<file path="src/ssi_pkg.sv">
// Package with register map, field positions, codes and reset values for the self-test indicator.
package ssi_pkg;
	// Node address map.
	localparam logic [31:0] NODE1_BASE = 32'he188_0000;
	localparam logic [31:0] NODE_STRIDE = 32'h0008_0000;
	localparam logic [3:0] NODE_MIN = 4'h1;
	localparam logic [3:0] NODE_MAX = 4'he;
	// Register offsets from the node base.
	localparam logic [18:0] OFF_BUS_ERROR_STATUS = 19'h00004;
	localparam logic [18:0] OFF_GENERAL_SCRATCH = 19'h0000c;
	localparam logic [18:0] OFF_PROCESSOR_CONTROL_ZERO = 19'h00024;
	// Field positions.
	localparam int BIT_ERR_SUMMARY = 31;
	localparam int BIT_ONBOARD_FAIL = 10;
	localparam int BIT_LED_SEL_HI = 14;
	localparam int BIT_LED_SEL_LO = 13;
	localparam int BIT_BCACHE_OFF = 0;
	localparam int CODE_MSB = 31;
	localparam int CODE_LSB = 24;
	// Error indicator selection codes.
	localparam logic [1:0] SEL_SUMMARY = 2'h0;
	localparam logic [1:0] SEL_BCACHE = 2'h1;
	localparam logic [1:0] SEL_EITHER = 2'h2;
	localparam logic [1:0] SEL_NEVER = 2'h3;
	// Failing test groups, as reported by the self-test sequence.
	localparam logic [2:0] GRP_SELFTEST = 3'h0;
	localparam logic [2:0] GRP_INTERACT = 3'h1;
	localparam logic [2:0] GRP_MEMORY = 3'h2;
	localparam logic [2:0] GRP_MULTI = 3'h3;
	localparam logic [2:0] GRP_ADAPTER = 3'h4;
	// Binary code offsets and ranges.
	localparam logic [7:0] OFFS_INTERACT = 8'h3c;
	localparam logic [7:0] OFFS_MULTI = 8'h5a;
	localparam logic [7:0] MEM_CODE_BASE = 8'h53;
	localparam logic [7:0] MEM_FIRST = 8'h02;
	localparam logic [7:0] MEM_LAST = 8'h08;
	localparam logic [7:0] SCALAR_LAST = 8'h2d;
	localparam logic [7:0] VECTOR_FIRST = 8'h2e;
	localparam logic [7:0] VECTOR_LAST = 8'h39;
	localparam logic [7:0] ADAPTER_LAST = 8'h30;
	localparam logic [7:0] CODE_MAX = 8'h63;
	// Reset values.
	localparam logic [31:0] RST_BUS_ERROR_STATUS = 32'h0000_0000;
	localparam logic [31:0] RST_GENERAL_SCRATCH = 32'h0000_0000;
	localparam logic [31:0] RST_PROCESSOR_CONTROL_ZERO = 32'h0000_0000;
	// Top two red indicators lit, the other six red indicators dark.
	localparam logic [7:0] PASS_PATTERN = 8'hc0;
	// Sequencer states.
	typedef enum logic [1:0]
	{
		ST_RUN = 2'b00,
		ST_PASS = 2'b01,
		ST_FAIL = 2'b10
	} ssi_state_t;
endpackage

</file>
<file path="src/ssi_selftest_status_indicator.sv">
// Self-test status indicator: LEDs, failing-test code and status registers of one processor node.
module ssi_selftest_status_indicator
(
	// Clock and reset.
	input wire logic clk,
	input wire logic rst,
	// Node identity and role.
	input wire logic [3:0] node_id,
	input wire logic boot_proc,
	// Self-test sequence report, one-cycle pulses from the test engine.
	input wire logic test_done,
	input wire logic test_fail,
	input wire logic [2:0] fail_group,
	input wire logic [7:0] fail_number,
	// Error sources.
	input wire logic error_summary_in,
	// Register port.
	input wire logic [31:0] reg_addr,
	input wire logic reg_rd,
	input wire logic reg_wr,
	input wire logic [31:0] reg_wdata,
	output logic [31:0] reg_rdata,
	output logic reg_hit,
	// Indicators, red index 7 is the top one.
	output logic led_yellow,
	output logic [7:0] led_red,
	output logic led_role,
	output logic led_error
);
	ssi_pkg::ssi_state_t state, next_state;
	logic [31:0] bus_error_status, next_bus_error_status;
	logic [31:0] general_scratch, next_general_scratch;
	logic [31:0] processor_control_zero, next_processor_control_zero;
	logic powerup, next_powerup;
	logic [7:0] code, next_code;
	logic next_yellow;
	logic [7:0] next_red;
	logic next_role;
	logic next_error;
	logic [31:0] next_rdata;
	logic next_hit;
	logic [31:0] base;
	logic [18:0] off;
	logic in_node;
	logic [7:0] bin_code;
	logic [7:0] bcd_code;
	logic [7:0] mem_index;
	logic shows_here;
	logic [1:0] sel;
	logic bcache_off;
	logic [2:0] fail_group_q, next_fail_group_q;

	// Node base decode; only the high 13 bits choose the node window.
	always_comb
	begin
		base = ssi_pkg::NODE1_BASE + (32'(node_id - ssi_pkg::NODE_MIN) << 19);
		off = reg_addr[18:0];
		in_node = (reg_addr[31:19] == base[31:19]) && (node_id >= ssi_pkg::NODE_MIN)
			&& (node_id <= ssi_pkg::NODE_MAX);
	end

	// Binary failing code per group, then BCD conversion.
	always_comb
	begin
		mem_index = fail_number - ssi_pkg::MEM_FIRST;
		case (fail_group)
			ssi_pkg::GRP_SELFTEST: bin_code = fail_number;
			ssi_pkg::GRP_INTERACT: bin_code = fail_number + ssi_pkg::OFFS_INTERACT;
			ssi_pkg::GRP_MEMORY: bin_code = ssi_pkg::MEM_CODE_BASE + mem_index;
			ssi_pkg::GRP_MULTI: bin_code = fail_number + ssi_pkg::OFFS_MULTI;
			ssi_pkg::GRP_ADAPTER: bin_code = fail_number;
			default: bin_code = fail_number;
		endcase
		if (bin_code > ssi_pkg::CODE_MAX)
		begin
			bin_code = ssi_pkg::CODE_MAX;
		end
		bcd_code = {4'(bin_code / 8'h0a), 4'(bin_code % 8'h0a)};
		// Adapter failures are only shown by the boot processor.
		shows_here = (fail_group != ssi_pkg::GRP_ADAPTER) || boot_proc;
	end

	// Sequencer and register next values.
	always_comb
	begin
		next_state = state;
		next_bus_error_status = bus_error_status;
		next_general_scratch = general_scratch;
		next_processor_control_zero = processor_control_zero;
		next_powerup = powerup;
		next_code = code;
		// Power-up meaning of the error LED ends with the first control write.
		if (reg_wr && in_node && off == ssi_pkg::OFF_PROCESSOR_CONTROL_ZERO)
		begin
			next_processor_control_zero = reg_wdata;
			next_powerup = 1'b0;
		end
		if (reg_wr && in_node && off == ssi_pkg::OFF_GENERAL_SCRATCH)
		begin
			next_general_scratch = reg_wdata;
		end
		// Software may write the status; the failure record and the summary bit come after
		// it, so a hardware set in the same cycle wins.
		if (reg_wr && in_node && off == ssi_pkg::OFF_BUS_ERROR_STATUS)
		begin
			next_bus_error_status = reg_wdata;
		end
		case (state)
			ssi_pkg::ST_RUN:
			begin
				if (test_fail && shows_here)
				begin
					next_state = ssi_pkg::ST_FAIL;
					next_code = bcd_code;
					next_general_scratch[ssi_pkg::CODE_MSB:ssi_pkg::CODE_LSB] = bcd_code;
					next_bus_error_status[ssi_pkg::BIT_ONBOARD_FAIL] =
						(fail_group == ssi_pkg::GRP_SELFTEST);
				end
				else if (test_done)
				begin
					next_state = ssi_pkg::ST_PASS;
				end
			end
			ssi_pkg::ST_PASS, ssi_pkg::ST_FAIL:
			begin
				next_state = state;
			end
			default: next_state = ssi_pkg::ST_RUN;
		endcase
		if (error_summary_in)
		begin
			next_bus_error_status[ssi_pkg::BIT_ERR_SUMMARY] = 1'b1;
		end
	end

	// Indicator and read-data next values.
	always_comb
	begin
		sel = processor_control_zero[ssi_pkg::BIT_LED_SEL_HI:ssi_pkg::BIT_LED_SEL_LO];
		bcache_off = processor_control_zero[ssi_pkg::BIT_BCACHE_OFF];
		next_yellow = 1'b0;
		next_red = 8'h00;
		next_role = 1'b0;
		case (state)
			ssi_pkg::ST_PASS:
			begin
				next_yellow = 1'b1;
				next_red = ssi_pkg::PASS_PATTERN;
				next_role = !boot_proc;
			end
			ssi_pkg::ST_FAIL:
			begin
				// Adapter failures leave yellow lit since the CPU itself passed.
				next_yellow = (fail_group_q == ssi_pkg::GRP_ADAPTER);
				next_red = code;
			end
			default:
			begin
				// Yellow stays dark until the sequence has completed.
				next_yellow = 1'b0;
			end
		endcase
		if (powerup)
		begin
			next_error = bus_error_status[ssi_pkg::BIT_ERR_SUMMARY];
		end
		else
		begin
			case (sel)
				ssi_pkg::SEL_SUMMARY: next_error = bus_error_status[ssi_pkg::BIT_ERR_SUMMARY];
				ssi_pkg::SEL_BCACHE: next_error = bcache_off;
				ssi_pkg::SEL_EITHER:
					next_error = bus_error_status[ssi_pkg::BIT_ERR_SUMMARY] || bcache_off;
				default: next_error = 1'b0;
			endcase
		end
		next_hit = in_node && (reg_rd || reg_wr) && (off == ssi_pkg::OFF_BUS_ERROR_STATUS
			|| off == ssi_pkg::OFF_GENERAL_SCRATCH
			|| off == ssi_pkg::OFF_PROCESSOR_CONTROL_ZERO);
		next_rdata = 32'h0000_0000;
		if (reg_rd && in_node)
		begin
			case (off)
				ssi_pkg::OFF_BUS_ERROR_STATUS: next_rdata = bus_error_status;
				ssi_pkg::OFF_GENERAL_SCRATCH: next_rdata = general_scratch;
				ssi_pkg::OFF_PROCESSOR_CONTROL_ZERO: next_rdata = processor_control_zero;
				default: next_rdata = 32'h0000_0000;
			endcase
		end
	end

	// Failing group is latched with the code so the yellow choice stays stable.
	always_comb
	begin
		next_fail_group_q = fail_group_q;
		if (state == ssi_pkg::ST_RUN && test_fail && shows_here)
		begin
			next_fail_group_q = fail_group;
		end
	end

	// All state registers.
	always_ff @(posedge clk)
	begin
		if (rst)
		begin
			state <= ssi_pkg::ST_RUN;
			bus_error_status <= ssi_pkg::RST_BUS_ERROR_STATUS;
			general_scratch <= ssi_pkg::RST_GENERAL_SCRATCH;
			processor_control_zero <= ssi_pkg::RST_PROCESSOR_CONTROL_ZERO;
			powerup <= 1'b1;
			code <= 8'h00;
			fail_group_q <= ssi_pkg::GRP_SELFTEST;
			led_yellow <= 1'b0;
			led_red <= 8'h00;
			led_role <= 1'b0;
			led_error <= 1'b0;
			reg_rdata <= 32'h0000_0000;
			reg_hit <= 1'b0;
		end
		else
		begin
			state <= next_state;
			bus_error_status <= next_bus_error_status;
			general_scratch <= next_general_scratch;
			processor_control_zero <= next_processor_control_zero;
			powerup <= next_powerup;
			code <= next_code;
			fail_group_q <= next_fail_group_q;
			led_yellow <= next_yellow;
			led_red <= next_red;
			led_role <= next_role;
			led_error <= next_error;
			reg_rdata <= next_rdata;
			reg_hit <= next_hit;
		end
	end

	// A pass shows the fixed pattern one cycle after the state is reached.
	a_pass_pattern: assert property (@(posedge clk) disable iff (rst)
		state == ssi_pkg::ST_PASS |=> led_yellow && led_red == 8'hc0)
		else $error("pass pattern wrong");
	// The role indicator tells a secondary from the boot processor.
	a_role_led: assert property (@(posedge clk) disable iff (rst)
		state == ssi_pkg::ST_PASS && $stable(boot_proc) |=> led_role == !$past(boot_proc))
		else $error("role indicator wrong");
	// A recorded failure is shown on the red column.
	a_fail_code: assert property (@(posedge clk) disable iff (rst)
		state == ssi_pkg::ST_FAIL |=> led_red == code)
		else $error("failing code not shown");
	// Yellow goes dark on every failure other than an adapter failure.
	a_fail_yellow: assert property (@(posedge clk) disable iff (rst)
		state == ssi_pkg::ST_FAIL && fail_group_q != ssi_pkg::GRP_ADAPTER |=> !led_yellow)
		else $error("yellow lit after failure");
	// Both digits of the held code stay decimal.
	a_bcd_digits: assert property (@(posedge clk) disable iff (rst)
		state == ssi_pkg::ST_FAIL |-> code[3:0] <= 4'h9 && code[7:4] <= 4'h9)
		else $error("code not bcd");
	// The scratch byte takes the code even when software writes in the same cycle.
	a_scratch_code: assert property (@(posedge clk) disable iff (rst)
		state == ssi_pkg::ST_RUN && test_fail && shows_here
		|=> general_scratch[31:24] == code)
		else $error("scratch code missing");
	// The on-board flag follows the group of the recorded failure.
	a_onboard_bit: assert property (@(posedge clk) disable iff (rst)
		state == ssi_pkg::ST_RUN && test_fail && shows_here
		|=> bus_error_status[10] == ($past(fail_group) == ssi_pkg::GRP_SELFTEST))
		else $error("onboard fail bit wrong");
	// A secondary never records an adapter failure.
	a_adapter_skip: assert property (@(posedge clk) disable iff (rst)
		state == ssi_pkg::ST_RUN && test_fail && !boot_proc
		&& fail_group == ssi_pkg::GRP_ADAPTER |=> state != ssi_pkg::ST_FAIL)
		else $error("adapter failure recorded on secondary");
	// The summary bit is set by its source whatever software writes.
	a_summary_sticky: assert property (@(posedge clk) disable iff (rst)
		error_summary_in |=> bus_error_status[31])
		else $error("error summary not set");
	// Reads outside this node give no hit and zero data.
	a_unmapped_read: assert property (@(posedge clk) disable iff (rst)
		reg_rd && !in_node |=> !reg_hit && reg_rdata == 32'h0000_0000)
		else $error("foreign read answered");
	// Selection code three keeps the error indicator dark.
	a_error_never: assert property (@(posedge clk) disable iff (rst)
		!powerup && sel == ssi_pkg::SEL_NEVER |=> !led_error)
		else $error("error led lit while disabled");
	// In power-up mode the error indicator follows the summary bit.
	a_powerup_err: assert property (@(posedge clk) disable iff (rst)
		powerup |=> led_error == $past(bus_error_status[31]))
		else $error("power-up error led wrong");
	// A finished sequence keeps its outcome until reset.
	a_hold_result: assert property (@(posedge clk) disable iff (rst)
		state != ssi_pkg::ST_RUN |=> state == $past(state) && $stable(code))
		else $error("result not held");
endmodule

</file>
<file path="config.mk">
export PLATFORM = sky130hd
export DESIGN_NAME = ssi_selftest_status_indicator
export DESIGN_NICKNAME = d
export VERILOG_FILES = /design/src/ssi_pkg.sv /design/src/ssi_selftest_status_indicator.sv
export SDC_FILE = /design/constraint.sdc
export NUM_CORES = 1
export LEC_CHECK = 0
export BUFFER_PORTS_ARGS = -buffer_cell sky130_fd_sc_hd__buf_2
export CORE_MARGIN = 5
export CORE_UTILIZATION = 51
export DETAILED_ROUTE_END_ITERATION = 10
export GPL_TIMING_DRIVEN = 1
export PLACE_DENSITY_LB_ADDON = 0.25
export SYNTH_ARGS = -nofsm -noshare
export SYNTH_HDL_FRONTEND = slang
export SYNTH_SLANG_ARGS = --single-unit
</file>
<file path="constraint.sdc">
create_clock -name clk -period 3.7 [get_ports clk]
set_input_delay 0.74 -clock clk [delete_from_list [all_inputs] [get_ports clk]]
set_output_delay 0.74 -clock clk [all_outputs]
set_load 0.03 [all_outputs]
</file>
==> results_dict.tcl <==
set metrics [dict create \
    synth.distinct_cells 70 \
    setup.worst_path.start_class "primary input" \
    tritoncts.num_buffers 17 \
    timing.fmax_mhz 278 \
    postRouteAntennaNets 0 \
    p_per_area_nw_per_um2 438 \
    synthesized_flop_and_latch_total 154 \
    finish.utilization 0.674 \
    syn_area_um2 7250 \
    dp_worst_setup_slack_ns -0.347 \
    place.port_buffers 130 \
    synth_seq_area_share 0.425 \
    worst_ir_drop_vdd_mv 0.321 \
    kind_of_end_point_of_the_critical_path "flip-flop" \
    tritoncts "yes" \
    finalHoldViolations 0 \
    detailedPlacementHpwl_um 13800 \
    clock_sink_total 154 \
    power_mw 4.11 \
    leakage_nw 4.06 \
    period_minus_slack_ns 3.59 \
    start_util 0.520 \
    cts-root-buf "clkbuf_16" \
    worst_skew_pair.late_latency_ns 0.42 \
    final_net_count 1139 \
    cts_hold_repair_buffers 0 \
    synth_edf_count 0 \
    routed-via-count 6908 \
    worst_clk_skew_ns 0.00671 \
    cts.reportedPaths.clkPinSlew_ns 0.07 \
    via_per_inst 5.61 \
    worstMarginPinSlew_ns 0.997 \
    final-setup-viol-count 0 \
    post-synth-top-count-cell "dfxtp_1" \
    first_pass_iters 5 \
    fp.coreArea_um2 13900 \
    post_synth.cell_area_avg_um2 8.54 \
    status "completed" \
    globalplace.congestion 0.925 \
    cts_max_path_buffers 2 \
    wl_per_cell_um 16.0 \
    post_layout_nonfiller_instances 1232 \
    number_of_global_route_vias_before_repair 6455 \
    hold_ws_ns 0.451 \
    grt_first_pass_wirelength_um 31200 \
    synth_commonest_cells "154 x dfxtp_1, 145 x nor2_1, 94 x mux2i_1, 94 x nand2_1, 86 x a21oi_1" \
    synthesis.instances 849 \
    drv_slew 0 \
    yosys.area.top_type "dfxtp_1" \
    timing_worst_setup_path_type "in -> reg" \
    dr.first_iter.drc_count 397 \
    dpl.cell_count 1195 \
    timing.critical_path.fanout_max 5 \
    num_rows 43 \
    antenna_cells_inserted 0 \
    drc 0 \
    async_flop_share 0 \
    post_synth_top_area_share 0.425 \
    total_of_fill_cells_in_the_finished_design 1181 \
    grt.total_usage 0.231 \
    design.portCount 131 \
    layout-drive-gt1-share 0.280 \
    gr-total-overflow 0 \
    crit_top_cell "buf_4" \
    grt_antenna_before_repair 0 \
    arrival_ns 3.96 \
    area_growth_pct 29.6 \
    ctsHtreeMaxLevel 4 \
    die_width_um 129 \
    ys_warn_count 0 \
    die_height_um 129 \
    post_synth_main_area_contributors "dfxtp_1 43%, mux2i_1 13%, nor2_1 7.5%" \
    slowest_stage "or4b_4" \
    reg2reg_setup_slack_ns 1.75 \
    worst_path_largest_cell_delay_ns 0.54 \
    ys_dominant_reg_cell "dfxtp_1" \
    max_cap_viol_count 0 \
    worstPathCellList "buf_6 -> ha_4 -> or3_4 -> a222oi_1 -> buf_4 -> xor2_4 -> o22ai_4 -> a2111oi_4 -> buf_4 -> a221oi_2 -> a211o_1 -> or4b_4 -> nand3_2" \
    post_synthesis_net_count 949 \
    floorplan.die_area_um2 16700 \
    layout_worst_path_cycle_share 0.971 \
    worst_hold_path_type "reg -> reg" \
    postRouteWirelength_um 19700 \
    maxSlewHeadroom 0.335 \
    grt_max_degree 97 \
    setup_slack_ns 0.106 \
    timing.critical_path.required_ns 4.06 \
]
registers in the layout, summed over array words and instances, names as in the netlist:
| name | cells |
|---|---|
| bus_error_status | 32 |
| general_scratch | 32 |
| processor_control_zero | 32 |
| reg_rdata | 32 |
| code | 8 |
| led_red | 8 |
| fail_group_q | 3 |
| state | 2 |
| led_error | 1 |
| led_role | 1 |
| led_yellow | 1 |
| powerup | 1 |
| reg_hit | 1 |
layer usage:
layer  vias up  routed length, µm  GRT usage
met5         -                  0          0
met4         0                424     0.0828
met3        37               1180     0.0425
met2       237               8990      0.374
met1      3261               9120      0.311
li1       3373                  -          -
worst paths after layout:
kind                                     startpoint  cells past startpoint                                      to
max                                  fail_number[1]                     13          general_scratch[27]$_SDFF_PP0_
max reg2reg                   state[0]$_SDFFE_PP0P_                      8          general_scratch[27]$_SDFF_PP0_
min reg2reg  processor_control_zero[3]$_SDFFE_PP0P_                      2  processor_control_zero[3]$_SDFFE_PP0P_
min          processor_control_zero[3]$_SDFFE_PP0P_                      2  processor_control_zero[3]$_SDFFE_PP0P_
kinds of logic (layout without fill, tap and decap cells):
group                      Yosys count  count (layout)  share of synthesized area
adders and majority gates           13              13                     0.0224
AOI/OAI and AO/OA                  179             179                      0.160
and+or+nand+nor                    328             328                      0.202
xor gates and xnor gates            11              11                     0.0143
muxes                               97              97                      0.134
buffers and inverters               67             270                     0.0411
DFF                                154             154                      0.425
worst max-delay path: cells and delay by family:
kind | cells | cell delay [ns]
buffers and inverters | 3 | 0.50
XOR/XNOR | 1 | 0.26
AND/OR/NAND/NOR | 3 | 0.95
AO/OA/AOI/OAI | 5 | 1.34
adder cells (fa/ha/maj) | 1 | 0.15
through the flow:
step	area [µm²]	setup TNS [ns]
3_3_place_gp	8670	-1.88
6_report	9400	0
3_5_place_dp	8670	-2.49
5_1_grt	9400	-0.0589
4_1_cts	9260	0
2_1_floorplan	7330	-0.750
layout make-up:
class                      instances  area (µm²)  area share
clock inverter                    15         158      0.0168
timing repair buffer             223        1410       0.150
clock buffer                      17         425      0.0453
tap                              180         225      0.0240
sequential                       154        3080       0.328
inverter                          15        56.3     0.00599
multi-input combinational        628        4040       0.430
power breakdown:
part | internal (mW) | switching (mW)
Clock | 0.950 | 0.750
Combinational | 0.295 | 0.384
Sequential | 1.71 | 0.0249
cells in the final DEF (no fill, tap or decap), types with 4 or more instances in the layout:
master / instances
nand2_1: 94
a21oi_1: 85
buf_2: 127
nand3b_1: 4
o21ai_0: 13
xnor2_1: 4
xor2_1: 6
inv_1: 14
a31oi_1: 12
mux2i_1: 94
and3_1: 4
buf_6: 4
ha_1: 11
clkbuf_16: 17
nand2b_1: 4
or2_2: 5
dfxtp_1: 154
inv_6: 4
a211o_1: 4
nor4_1: 6
and2_1: 12
nand4_1: 5
nand3_1: 9
nor3_1: 14
o211ai_1: 8
nor4b_1: 4
buf_4: 89
o31ai_1: 9
nor2_1: 142
what timing repair did:
| item | 4_1_cts | 5_1_grt |
|---|---|---|
| setup buffers | 0 | 6 |
| resized for setup | 0 | 20 |
| endpoints found under the setup margin | 0 | 8 |
(Power assumes the default switching activity.)
